### src/verilog/ofd_pkg.sv
package ofd_pkg;

   // file addresses of the special registers
   localparam logic [7:0] SFR_PCL = 8'h02;
   localparam logic [7:0] SFR_PC_HIGH_HOLDING_LATCH = 8'h03;
   localparam logic [7:0] SFR_ALUF = 8'h04;
   localparam logic [7:0] SFR_CPUST = 8'h06;
   localparam logic [7:0] SFR_IFLAG = 8'h07;
   localparam logic [7:0] SFR_WORKING_REGISTER = 8'h0A;
   localparam logic [7:0] SFR_TBPL = 8'h0D;
   localparam logic [7:0] SFR_TBPH = 8'h0E;

   // wishbone byte offsets
   localparam logic [7:0] BA_INSTR = 8'h00;
   localparam logic [7:0] BA_WORKING_REGISTER = 8'h04;
   localparam logic [7:0] BA_ALUF = 8'h08;
   localparam logic [7:0] BA_PC = 8'h0C;
   localparam logic [7:0] BA_PC_HIGH_HOLDING_LATCH = 8'h10;
   localparam logic [7:0] BA_TBPTR = 8'h14;
   localparam logic [7:0] BA_TABLE_LATCH = 8'h18;
   localparam logic [7:0] BA_CPUST = 8'h1C;
   localparam logic [7:0] BA_IFLAG = 8'h20;

   // flag bit positions
   localparam int FLG_C = 0;
   localparam int FLG_DC = 1;
   localparam int FLG_Z = 2;
   localparam int FLG_OV = 3;
   localparam int GIM_BIT = 4;

   // values after reset
   localparam logic [7:0] CPUST_RST = 8'h10;
   localparam logic [7:0] BYTE_RST = 8'h00;
   localparam logic [15:0] WORD_RST = 16'h0000;

   typedef enum logic [1:0] {
      Q1 = 2'b00,
      Q2 = 2'b01,
      Q3 = 2'b10,
      Q4 = 2'b11
   } ofd_phase_t;

   typedef enum logic [3:0] {
      OP_NOP = 4'h0, OP_ADD = 4'h1, OP_SUB = 4'h2, OP_AND = 4'h3,
      OP_IOR = 4'h4, OP_XOR = 4'h5, OP_COM = 4'h6, OP_INC = 4'h7,
      OP_DEC = 4'h8, OP_MOVWF = 4'h9, OP_CLR = 4'hA, OP_SET = 4'hB,
      OP_MOVE = 4'hC, OP_BIT = 4'hD, OP_TLRD = 4'hE, OP_TLWT = 4'hF
   } ofd_op_t;

   // decoded operand fields
   typedef struct packed {
      ofd_op_t op;
      logic [7:0] src;
      logic [7:0] dst;
      logic wr_f;
      logic wr_w;
      logic tlw;
      logic [2:0] bnum;
      logic [1:0] bop;
      logic hi;
      logic inc;
   } ofd_dec_t;

   // addresses held in flops rather than the file memory
   function automatic logic ofd_is_sfr(input logic [7:0] a);
      return a inside {SFR_PCL, SFR_PC_HIGH_HOLDING_LATCH, SFR_ALUF, SFR_CPUST, SFR_IFLAG,
                       SFR_WORKING_REGISTER, SFR_TBPL, SFR_TBPH};
   endfunction

   // field decode of one instruction word
   function automatic ofd_dec_t ofd_decode(input logic [15:0] iw);
      ofd_dec_t d;
      d = '0;
      d.op = OP_NOP;
      d.src = iw[7:0]; // RULE1
      d.dst = iw[7:0];
      d.bnum = iw[10:8]; // RULE9
      d.hi = iw[9];
      casez (iw[15:8])
         8'b0000_0001: d.op = OP_MOVWF;
         8'b0000_010?: d.op = OP_SUB;
         8'b0000_011?: d.op = OP_DEC;
         8'b0000_100?: d.op = OP_IOR;
         8'b0000_101?: d.op = OP_AND;
         8'b0000_110?: d.op = OP_XOR;
         8'b0000_111?: d.op = OP_ADD;
         8'b0001_001?: d.op = OP_COM;
         8'b0001_010?: d.op = OP_INC;
         8'b0010_100?: d.op = OP_CLR;
         8'b0010_101?: d.op = OP_SET;
         8'b010?_????: begin
            d.op = OP_MOVE;
            d.src = {3'b000, iw[12:8]}; // RULE2
         end
         8'b011?_????: begin
            d.op = OP_MOVE;
            d.dst = {3'b000, iw[12:8]}; // RULE2
         end
         8'b1000_????: begin
            d.op = OP_BIT;
            d.bop = {1'b0, iw[11]};
         end
         8'b0011_1???: begin
            d.op = OP_BIT;
            d.bop = 2'b10;
         end
         // bit 8 is a don't-care here
         8'b1010_0???: d.op = iw[10] ? OP_TLWT : OP_TLRD; // RULE7
         8'b1010_1???: begin
            d.op = iw[10] ? OP_TLWT : OP_TLRD;
            d.inc = iw[8]; // RULE3
         end
         default: d.op = OP_NOP; // RULE12
      endcase
      case (d.op)
         OP_SUB, OP_DEC, OP_IOR, OP_AND, OP_XOR, OP_ADD, OP_COM, OP_INC: begin
            d.wr_f = iw[8]; // RULE5
            d.wr_w = ~iw[8];
         end
         OP_CLR, OP_SET: begin
            d.wr_f = 1'b1; // RULE6
            d.wr_w = ~iw[8];
         end
         OP_MOVWF, OP_MOVE, OP_BIT, OP_TLRD: d.wr_f = 1'b1;
         OP_TLWT: d.tlw = 1'b1;
         default: d.wr_f = 1'b0;
      endcase
      return d;
   endfunction

endpackage

### src/verilog/ofd_fmem.sv
`timescale 1ns/10ps
// file register memory, read data registered
module ofd_fmem (
   input wire logic clk_i,
   input wire logic ce_i,
   input wire logic we_i,
   input wire logic [7:0] waddr_i,
   input wire logic [7:0] wdata_i,
   input wire logic [7:0] raddr_i,
   output logic [7:0] rdata_o
);
   logic [7:0] mem [0:255];

   // write port and registered read port
   always_ff @(posedge clk_i) begin
      if (ce_i) begin
         if (we_i) begin
            mem[waddr_i] <= wdata_i;
         end
         rdata_o <= mem[raddr_i];
      end
   end
endmodule

### src/verilog/ofd_alu.sv
`timescale 1ns/10ps
// byte alu with flag results and flag update mask
module ofd_alu (
   input wire ofd_pkg::ofd_op_t op_i,
   input wire logic [7:0] a_i,
   input wire logic [7:0] w_i,
   input wire logic [2:0] bnum_i,
   input wire logic [1:0] bop_i,
   output logic [7:0] res_o,
   output logic [3:0] flg_o,
   output logic [3:0] fmask_o
);
   logic [7:0] b;
   logic ci;
   logic [8:0] s9;
   logic [4:0] h5;

   // adder operand selection
   always_comb begin
      b = w_i;
      ci = 1'b0;
      case (op_i)
         ofd_pkg::OP_SUB: begin
            b = ~w_i;
            ci = 1'b1;
         end
         ofd_pkg::OP_INC: begin
            b = 8'h00;
            ci = 1'b1;
         end
         ofd_pkg::OP_DEC: b = 8'hFF;
         default: b = w_i;
      endcase
      s9 = 9'({1'b0, a_i}) + 9'({1'b0, b}) + 9'({8'h00, ci});
      h5 = 5'({1'b0, a_i[3:0]}) + 5'({1'b0, b[3:0]}) + 5'({4'h0, ci});
   end

   // result and flags
   always_comb begin
      res_o = a_i;
      fmask_o = 4'h0;
      flg_o = 4'h0;
      case (op_i)
         ofd_pkg::OP_ADD, ofd_pkg::OP_SUB, ofd_pkg::OP_INC, ofd_pkg::OP_DEC: begin
            res_o = s9[7:0];
            fmask_o = 4'hF;
            flg_o[ofd_pkg::FLG_C] = s9[8];
            flg_o[ofd_pkg::FLG_DC] = h5[4];
            flg_o[ofd_pkg::FLG_OV] = (a_i[7] == b[7]) && (s9[7] != a_i[7]);
         end
         ofd_pkg::OP_AND: res_o = a_i & w_i;
         ofd_pkg::OP_IOR: res_o = a_i | w_i;
         ofd_pkg::OP_XOR: res_o = a_i ^ w_i;
         ofd_pkg::OP_COM: res_o = ~a_i;
         ofd_pkg::OP_MOVWF: res_o = w_i;
         ofd_pkg::OP_CLR: res_o = 8'h00;
         ofd_pkg::OP_SET: res_o = 8'hFF;
         ofd_pkg::OP_BIT: begin
            // whole byte passes, one bit changed
            case (bop_i)
               2'b00: res_o[bnum_i] = 1'b1; // RULE17
               2'b01: res_o[bnum_i] = 1'b0; // RULE17
               default: res_o[bnum_i] = ~a_i[bnum_i]; // RULE9
            endcase
         end
         default: res_o = a_i;
      endcase
      if (op_i inside {ofd_pkg::OP_AND, ofd_pkg::OP_IOR, ofd_pkg::OP_XOR,
                       ofd_pkg::OP_COM, ofd_pkg::OP_CLR}) begin
         fmask_o[ofd_pkg::FLG_Z] = 1'b1;
      end
      flg_o[ofd_pkg::FLG_Z] = (res_o == 8'h00);
   end
endmodule

### src/verilog/ofd_core.sv
// How it works
// RULE1: file operand is a full 8-bit address
// RULE2: peripheral operand reaches only 32 locations
// RULE3: pointer bit set increments table pointer after
// RULE4: byte-select bit picks low or high latch
// RULE5: d zero to working reg, one to file
// RULE6: s zero writes both, one file only
// RULE7: don't-care opcode bits are ignored
// RULE8: source sends unused opcode bits as zero
// RULE9: bit field selects one bit in byte
// RULE10: global irq mask is state reg bit four
// RULE11: 16-bit table pointer and split latch
// RULE12: reserved opcodes must not be issued
// RULE13: flag register write, then flag updates apply
// RULE14: reading pc low copies pc high to latch
// RULE15: writing pc low loads pc high from latch
// RULE16: pc low rmw loads high from latch
// RULE17: bit ops rewrite whole addressed byte
// RULE18: hardware flag updates land in first phase
// RULE19: special registers use normal file addressing
// RULE20: four phases; unused phases do nothing
//
// The Wishbone interface to the registers and the address map were decided locally.
`timescale 1ns/10ps
module ofd_core (
   input wire logic clk_i,
   input wire logic rst_i,
   input wire logic ce_i,
   input wire logic wb_cyc_i,
   input wire logic wb_stb_i,
   input wire logic wb_we_i,
   input wire logic [7:0] wb_adr_i,
   input wire logic [3:0] wb_sel_i,
   input wire logic [31:0] wb_dat_i,
   output logic [31:0] wb_dat_o,
   output logic wb_ack_o,
   input wire logic [7:0] hw_evt_i,
   output logic [1:0] phase_o,
   output logic busy_o
);
   ofd_pkg::ofd_phase_t ph_r, ph_nxt;
   ofd_pkg::ofd_dec_t dec_r, dec_nxt, dcur;
   logic pend_r, pend_nxt, ex_r, ex_nxt;
   logic [15:0] pir_r, pir_nxt, tbp_r, tbp_nxt, tbl_r, tbl_nxt;
   logic [7:0] opa_r, opa_nxt, res_r, res_nxt, w_r, w_nxt;
   logic [7:0] aluf_r, aluf_nxt, cpust_r, cpust_nxt;
   logic [7:0] iflag_r, iflag_nxt, evt_r, evt_nxt;
   logic [7:0] pcl_r, pcl_nxt, pch_r, pch_nxt, pc_high_holding_latch_r, pc_high_holding_latch_nxt;
   logic [3:0] flg_r, flg_nxt, fm_r, fm_nxt;
   logic [15:0] pc_inc;
   logic [7:0] mem_ra, mem_rd, srcv, alu_res;
   logic [3:0] alu_flg, alu_fm;
   logic mem_we, wb_req, wb_wr, ack_r, ack_nxt;
   logic [31:0] dat_r, dat_nxt;

   // decode of the waiting word, bus request qualifiers
   assign dcur = ofd_pkg::ofd_decode(pir_r);
   assign wb_req = wb_cyc_i & wb_stb_i & ~ack_r;
   assign wb_wr = wb_req & wb_we_i;
   assign pc_inc = 16'({pch_r, pcl_r} + 16'h0001);

   // operand address is issued in the decode phase
   assign mem_ra = (ph_r == ofd_pkg::Q1) ? dcur.src : dec_r.src;
   assign mem_we = (ph_r == ofd_pkg::Q4) & ex_r & dec_r.wr_f
                 & ~ofd_pkg::ofd_is_sfr(dec_r.dst); // RULE19

   ofd_fmem u_fmem (
      .clk_i(clk_i),
      .ce_i(ce_i),
      .we_i(mem_we),
      .waddr_i(dec_r.dst),
      .wdata_i(res_r),
      .raddr_i(mem_ra),
      .rdata_o(mem_rd)
   );

   ofd_alu u_alu (
      .op_i(dec_r.op),
      .a_i(opa_r),
      .w_i(w_r),
      .bnum_i(dec_r.bnum),
      .bop_i(dec_r.bop),
      .res_o(alu_res),
      .flg_o(alu_flg),
      .fmask_o(alu_fm)
   );

   // operand source mux, special registers by file address
   always_comb begin
      case (dec_r.src)
         ofd_pkg::SFR_PCL: srcv = pcl_r;
         ofd_pkg::SFR_PC_HIGH_HOLDING_LATCH: srcv = pc_high_holding_latch_r;
         ofd_pkg::SFR_ALUF: srcv = aluf_r;
         ofd_pkg::SFR_CPUST: srcv = cpust_r; // RULE10
         ofd_pkg::SFR_IFLAG: srcv = iflag_r;
         ofd_pkg::SFR_WORKING_REGISTER: srcv = w_r;
         ofd_pkg::SFR_TBPL: srcv = tbp_r[7:0];
         ofd_pkg::SFR_TBPH: srcv = tbp_r[15:8];
         default: srcv = mem_rd; // RULE19
      endcase
      if (dec_r.op == ofd_pkg::OP_TLRD) begin
         srcv = dec_r.hi ? tbl_r[15:8] : tbl_r[7:0]; // RULE4
      end
   end

   // next state of the execution pipeline and registers
   always_comb begin
      ph_nxt = ph_r;
      dec_nxt = dec_r;
      pend_nxt = pend_r;
      ex_nxt = ex_r;
      pir_nxt = pir_r;
      tbp_nxt = tbp_r;
      tbl_nxt = tbl_r;
      opa_nxt = opa_r;
      res_nxt = res_r;
      w_nxt = w_r;
      aluf_nxt = aluf_r;
      cpust_nxt = cpust_r;
      iflag_nxt = iflag_r;
      evt_nxt = evt_r | hw_evt_i;
      pcl_nxt = pcl_r;
      pch_nxt = pch_r;
      pc_high_holding_latch_nxt = pc_high_holding_latch_r;
      flg_nxt = flg_r;
      fm_nxt = fm_r;
      // bus writes, lowest priority
      if (wb_wr) begin
         case (wb_adr_i)
            ofd_pkg::BA_INSTR: begin
               if (!pend_r && (wb_sel_i[1:0] == 2'b11)) begin
                  pend_nxt = 1'b1;
                  pir_nxt = wb_dat_i[15:0];
               end
            end
            ofd_pkg::BA_WORKING_REGISTER: begin
               if (wb_sel_i[0]) begin
                  w_nxt = wb_dat_i[7:0];
               end
            end
            ofd_pkg::BA_TBPTR: begin
               if (wb_sel_i[0]) begin
                  tbp_nxt[7:0] = wb_dat_i[7:0];
               end
               if (wb_sel_i[1]) begin
                  tbp_nxt[15:8] = wb_dat_i[15:8];
               end
            end
            default: ;
         endcase
      end
      // phase sequencer
      case (ph_r)
         ofd_pkg::Q1: ph_nxt = ofd_pkg::Q2; // RULE20
         ofd_pkg::Q2: ph_nxt = ofd_pkg::Q3;
         ofd_pkg::Q3: ph_nxt = ofd_pkg::Q4;
         default: ph_nxt = ofd_pkg::Q1;
      endcase
      case (ph_r)
         ofd_pkg::Q1: begin
            // hardware flag events land before any read
            iflag_nxt = iflag_r | evt_r | hw_evt_i; // RULE18
            evt_nxt = 8'h00;
            ex_nxt = pend_r;
            if (pend_r) begin
               dec_nxt = dcur;
               pend_nxt = 1'b0;
            end
         end
         ofd_pkg::Q2: begin
            if (ex_r) begin
               opa_nxt = srcv;
               // only a true read of pc low copies; writes and rmw keep the latch
               if ((dec_r.src == ofd_pkg::SFR_PCL)
                     && !(dec_r.op inside {ofd_pkg::OP_NOP, ofd_pkg::OP_TLRD, ofd_pkg::OP_MOVWF,
                                           ofd_pkg::OP_CLR, ofd_pkg::OP_SET})
                     && !(dec_r.wr_f && (dec_r.dst == ofd_pkg::SFR_PCL))) begin
                  pc_high_holding_latch_nxt = pch_r; // RULE14
               end
            end
         end
         ofd_pkg::Q3: begin
            if (ex_r) begin
               res_nxt = alu_res;
               flg_nxt = alu_flg;
               fm_nxt = alu_fm;
            end
         end
         default: begin
            if (ex_r) begin
               pcl_nxt = pc_inc[7:0];
               pch_nxt = pc_inc[15:8];
               if (dec_r.wr_w) begin
                  w_nxt = res_r; // RULE5
               end
               if (dec_r.tlw) begin
                  if (dec_r.hi) begin
                     tbl_nxt[15:8] = res_r; // RULE11
                  end else begin
                     tbl_nxt[7:0] = res_r; // RULE4
                  end
               end
               if (dec_r.wr_f) begin
                  case (dec_r.dst)
                     ofd_pkg::SFR_PCL: begin
                        pcl_nxt = res_r; // RULE15
                        pch_nxt = pc_high_holding_latch_r; // RULE16
                     end
                     ofd_pkg::SFR_PC_HIGH_HOLDING_LATCH: pc_high_holding_latch_nxt = res_r;
                     ofd_pkg::SFR_ALUF: aluf_nxt = res_r;
                     ofd_pkg::SFR_CPUST: cpust_nxt = res_r; // RULE10
                     ofd_pkg::SFR_IFLAG: iflag_nxt = res_r;
                     ofd_pkg::SFR_WORKING_REGISTER: w_nxt = res_r; // RULE6
                     ofd_pkg::SFR_TBPL: tbp_nxt[7:0] = res_r;
                     ofd_pkg::SFR_TBPH: tbp_nxt[15:8] = res_r;
                     default: ;
                  endcase
               end
               // flag updates override the stored byte
               for (int i = 0; i < 4; i++) begin
                  if (fm_r[i]) begin
                     aluf_nxt[i] = flg_r[i]; // RULE13
                  end
               end
               if (dec_r.inc) begin
                  tbp_nxt = 16'(tbp_nxt + 16'h0001); // RULE3
               end
            end
         end
      endcase
   end

   // pipeline and register flops
   always_ff @(posedge clk_i) begin
      if (rst_i) begin
         ph_r <= ofd_pkg::Q1;
         dec_r <= '0;
         pend_r <= 1'b0;
         ex_r <= 1'b0;
         pir_r <= ofd_pkg::WORD_RST;
         tbp_r <= ofd_pkg::WORD_RST;
         tbl_r <= ofd_pkg::WORD_RST;
         opa_r <= ofd_pkg::BYTE_RST;
         res_r <= ofd_pkg::BYTE_RST;
         w_r <= ofd_pkg::BYTE_RST;
         aluf_r <= ofd_pkg::BYTE_RST;
         cpust_r <= ofd_pkg::CPUST_RST;
         iflag_r <= ofd_pkg::BYTE_RST;
         evt_r <= ofd_pkg::BYTE_RST;
         pcl_r <= ofd_pkg::BYTE_RST;
         pch_r <= ofd_pkg::BYTE_RST;
         pc_high_holding_latch_r <= ofd_pkg::BYTE_RST;
         flg_r <= 4'h0;
         fm_r <= 4'h0;
      end else if (ce_i) begin
         ph_r <= ph_nxt;
         dec_r <= dec_nxt;
         pend_r <= pend_nxt;
         ex_r <= ex_nxt;
         pir_r <= pir_nxt;
         tbp_r <= tbp_nxt;
         tbl_r <= tbl_nxt;
         opa_r <= opa_nxt;
         res_r <= res_nxt;
         w_r <= w_nxt;
         aluf_r <= aluf_nxt;
         cpust_r <= cpust_nxt;
         iflag_r <= iflag_nxt;
         evt_r <= evt_nxt;
         pcl_r <= pcl_nxt;
         pch_r <= pch_nxt;
         pc_high_holding_latch_r <= pc_high_holding_latch_nxt;
         flg_r <= flg_nxt;
         fm_r <= fm_nxt;
      end
   end

   // bus answer: one-cycle ack, read data latched with it
   always_comb begin
      ack_nxt = wb_req;
      dat_nxt = 32'h0000_0000;
      if (wb_req && !wb_we_i) begin
         case (wb_adr_i)
            ofd_pkg::BA_INSTR: dat_nxt = {14'h0000, ex_r, pend_r, pir_r};
            ofd_pkg::BA_WORKING_REGISTER: dat_nxt = {24'h000000, w_r};
            ofd_pkg::BA_ALUF: dat_nxt = {24'h000000, aluf_r};
            ofd_pkg::BA_PC: dat_nxt = {16'h0000, pch_r, pcl_r};
            ofd_pkg::BA_PC_HIGH_HOLDING_LATCH: dat_nxt = {24'h000000, pc_high_holding_latch_r};
            ofd_pkg::BA_TBPTR: dat_nxt = {16'h0000, tbp_r};
            ofd_pkg::BA_TABLE_LATCH: dat_nxt = {16'h0000, tbl_r};
            ofd_pkg::BA_CPUST: dat_nxt = {24'h000000, cpust_r};
            ofd_pkg::BA_IFLAG: dat_nxt = {24'h000000, iflag_r};
            default: dat_nxt = 32'h0000_0000;
         endcase
      end
   end

   // bus answer flops
   always_ff @(posedge clk_i) begin
      if (rst_i) begin
         ack_r <= 1'b0;
         dat_r <= 32'h0000_0000;
      end else if (ce_i) begin
         ack_r <= ack_nxt;
         dat_r <= dat_nxt;
      end
   end

   // outputs
   assign wb_ack_o = ack_r;
   assign wb_dat_o = dat_r;
   assign phase_o = ph_r;
   assign busy_o = pend_r | ex_r;
endmodule

### config.mk
export PLATFORM = sky130hd
export DESIGN_NAME = ofd_core
export DESIGN_NICKNAME = d
export VERILOG_FILES = /design/src/verilog/ofd_pkg.sv /design/src/verilog/ofd_fmem.sv /design/src/verilog/ofd_alu.sv /design/src/verilog/ofd_core.sv
export SDC_FILE = /design/constraint.sdc
export NUM_CORES = 2
export LEC_CHECK = 0
export BUFFER_PORTS_ARGS = -buffer_cell sky130_fd_sc_hd__buf_4
export CORE_ASPECT_RATIO = 1.1
export CORE_MARGIN = 3
export CORE_UTILIZATION = 60
export DETAILED_ROUTE_END_ITERATION = 6
export GPL_ROUTABILITY_DRIVEN = 0
export PLACE_DENSITY = 0.8
export SLEW_MARGIN = 10
export SYNTH_ARGS = -nofsm -noshare
export SYNTH_HDL_FRONTEND = slang
export SYNTH_SLANG_ARGS = --single-unit
### constraint.sdc
create_clock -name clk_i -period 10.8 [get_ports clk_i]
set_input_delay 2.16 -clock clk_i [delete_from_list [all_inputs] [get_ports clk_i]]
set_output_delay 2.16 -clock clk_i [all_outputs]
set_load 0.1 [all_outputs]
==> impl_metrics.env <==
export IMPL_clkLatencyLatePin_ns=0.87
export IMPL_post_cts_resize_count=0
export IMPL_cp_start_kind="flop"
export IMPL_endpoint_kind="flop"
export IMPL_num_rows=150
export IMPL_io_buffers=61
export IMPL_final_nets=6155
export IMPL_ir_drop_uv=181
export IMPL_drt_iter0_drc=10765
export IMPL_dieArea_mm2=0.158
export IMPL_dieHeight_um=416
export IMPL_overflow=0
export IMPL_via_count=59420
export IMPL_rsz0062_at_grt="no"
export IMPL_synthArstFlopShare=0
export IMPL_clk_path_buf_depth=3
export IMPL_min_from="evt_r[7]"
export IMPL_ys_dominant_reg_cell="edfxtp_1"
export IMPL_p_per_area_mw_per_mm2=177
export IMPL_seq_area_frac_synth=0.712
export IMPL_initial_utilization=0.605
export IMPL_fin_crit_sh=0.607
export IMPL_cts_tree="built"
export IMPL_yosys_warnings=0
export IMPL_clock_sinks=2242
export IMPL_pre_cts_slack_ns=4.69
export IMPL_grt_pass1_wl_um=390000
export IMPL_setup_tns_ns=0
export IMPL_muxShareOfSynthArea=0.0973
export IMPL_ff_latch_area_mm2=0.0655
export IMPL_path_clk_slew_ns=0.07
export IMPL_outcome="finished with violations"
export IMPL_synth_compound_area_frac=0.0859
export IMPL_dpl_cell_area_mm2=0.0945
export IMPL_routed_wl_um=273000
export IMPL_slowest_stage="a2111oi_1"
export IMPL_fill_cells=9479
export IMPL_die_x_um=379
export IMPL_synth_xor_area_frac=0.00181
export IMPL_max_stage_delay_ns=1.25
export IMPL_violations="DRC"
export IMPL_postLayoutSetupSlackWorst_ns=4.25
export IMPL_final_setup_viol_count=0
export IMPL_path_max_fanout=38
export IMPL_synth_top_family_by_area="multiplexers"
export IMPL_multi_input_area_mm2=0.0248
export IMPL_worst_pin_slew_ns=1.30
export IMPL_coreArea_mm2=0.152
export IMPL_post_cts_buffers=0
export IMPL_slew_headroom=0.131
export IMPL_grt_pass1_vias=56861
export IMPL_design_area_mm2=0.101
export IMPL_synth_edf_count=2056
export IMPL_path_class="flop to flop"
export IMPL_ys_ff_latch=2242
export IMPL_drive_gt1_frac=0.136
export IMPL_leakage_nw=32.8
export IMPL_via_per_inst=7.23
export IMPL_finalHoldViolations=0
export IMPL_maxCapViolations=0
export IMPL_avgRoutedWirePerCell_um=33.2
export IMPL_crit_top_cell="buf_4"
export IMPL_clock_skew_ns=0.0443
export IMPL_htreeDepth=4
export IMPL_netlist_area_mm2=0.0919
export IMPL_max_freq_mhz=153
export IMPL_ios=94
export IMPL_synth_cells=6020
export IMPL_critPathRequiredTime_ns=11.35
export IMPL_ant_nets=0
export IMPL_arrival_ns=7.10
export IMPL_area_delta_synth_final_pct=9.84
export IMPL_period_minus_slack_ns=6.55
export IMPL_reg2reg_from="pir_r[13]"
export IMPL_grt_usage=0.343
export IMPL_cts_buffers=202
export IMPL_worstHoldPathType="flop to flop"
export IMPL_ctsHoldBuffers=0
export IMPL_synthSimpleGateAreaFrac=0.0760
export IMPL_grt_max_degree=215
export IMPL_drv_slew=0
export IMPL_drc=64
export IMPL_cts_root_buf="clkbuf_16"
export IMPL_ys_types=94
export IMPL_dp_hpwl_um=160000
export IMPL_synth_adder_area_share=0.00438
export IMPL_avgSynthCellArea_um2=15.3
export IMPL_antenna_found_initial=7
export IMPL_crit_start="pir_r[13]"
export IMPL_dr_pass1_iters=7
export IMPL_crit_chain="or3b_1 > a211oi_4 > buf_4 > a21oi_4 > buf_4 > mux4_2 > a22oi_1 > a41oi_1 > a2111oi_1 > nand3_1"
cells in the final DEF, fill, tap and decap left out, drive strengths merged, types with 78 or more instances in the layout:
cell and instances:
a21oi 355, a22oi 214, a32oi 123, buf 187, clkbuf 262, clkinv 84, conb 78, dfxtp 186
edfxtp 2056, mux2i 158, mux4 315, nand2 662, nand3 115, nor2 526, o21ai 100
final cells by class:
class                           instances  share of cell area
Sequential cell                      2242               0.649
Multi-Input combinational cell       3392               0.246
Clock buffer                          262              0.0545
Tap cell                             1976              0.0245
Timing Repair Buffer                  187              0.0149
Clock inverter                        107             0.00937
Inverter                               41             0.00152
Antenna cell                           12            0.000298
metal layers:
layer,share of wire,GRT usage
met3,0.14,0.107
met4,0.091,0.243
met2,0.45,0.513
met5,0.00014,0
met1,0.32,0.427
per-stage QoR:
step	power [W]	util	hold slack, ns	std cells
after floorplan	0.0105	-	0.438	6097
after global placement	0.0109	0.621	0.449	7838
final	0.0179	0.664	0.477	8219
after global routing	0.0182	0.664	0.492	8207
after CTS	0.0178	0.664	0.478	8207
after detailed placement	0.0109	0.621	0.461	7838
path summary, 6_finish.rpt:
kind / to / slack (ns) / cells past startpoint
worst max-delay path: u_fmem.rdata_o[4] / 4.25 / 10
worst max register to register: u_fmem.rdata_o[4] / 4.25 / 10
worst min register to register: evt_r[7] / 0.48 / 2
worst min-delay path: evt_r[7] / 0.48 / 2
synthesized netlist by cell type, types with 9 or more instances:
library cell  number  area share
mux4_2           315       0.077
inv_1             39      0.0016
o2111ai_1          9     0.00086
clkbuf_1         244       0.010
and3_1            53      0.0036
o22ai_1           60      0.0041
a41oi_1           10     0.00095
nor2_1           525       0.021
buf_4             31      0.0025
or3_1              9     0.00061
o221ai_1           9     0.00086
a32oi_1          123       0.012
xnor2_1           13      0.0012
a31oi_1           43      0.0029
mux2_2            23      0.0028
nand2b_1          18      0.0012
a311oi_1          14      0.0013
nor3_1            47      0.0026
ha_1              29      0.0039
nor2b_1           43      0.0029
o31a_1            10     0.00095
nor4_1            20      0.0014
a211oi_1          74      0.0060
o21ai_0           93      0.0051
a221oi_1          30      0.0029
nand2_1          661       0.027
buf_2            107      0.0058
nand3_1          115      0.0063
edfxtp_1        2056        0.67
a22oi_1          214       0.017
dfxtp_1          186       0.041
a21oi_1          354       0.019
mux2i_1          157       0.017
buf_1             32      0.0013
a222oi_1          23      0.0025
and2_1            11     0.00075
nand4_1           47      0.0032
a21o_1            10     0.00082
cells by family (layout without fill, tap and decap cells):
group	count (synthesis)	in the layout
compound gates	1164	1164
simple gates	1604	1604
mux	496	496
xor+xnor	19	19
fa+ha+maj	31	31
other cells	1	90
flops	2242	2242
buf+inv	463	597
flip-flops by register name (all words and copies together) (netlist names), 16 cells and up:
name,flops
u_fmem.mem,2048
pir_r,16
tbp_r,16
tbl_r,16
wb_dat_o,18
dec_r,29
power by group:
group | switching [W] | leakage (nW) | internal (W) | total, W
clock network | 0.00315 | 3.15 | 0.00396 | 0.00711
logic | 0.000972 | 8.50 | 0.000421 | 0.00139
registers | 0.0000175 | 21.2 | 0.00934 | 0.00936
total | 0.00414 | 32.8 | 0.0137 | 0.0179
worst max-delay path: cells and delay by family (launching register included):
family	cells	cell delay, ns
AOI/OAI and AO/OA	5	3.26
and+or+nand+nor	2	0.78
DFF	1	0.83
muxes	1	0.45
buffers and inverters	2	0.89
No activity file was read; power rests on OpenSTA's default activity.
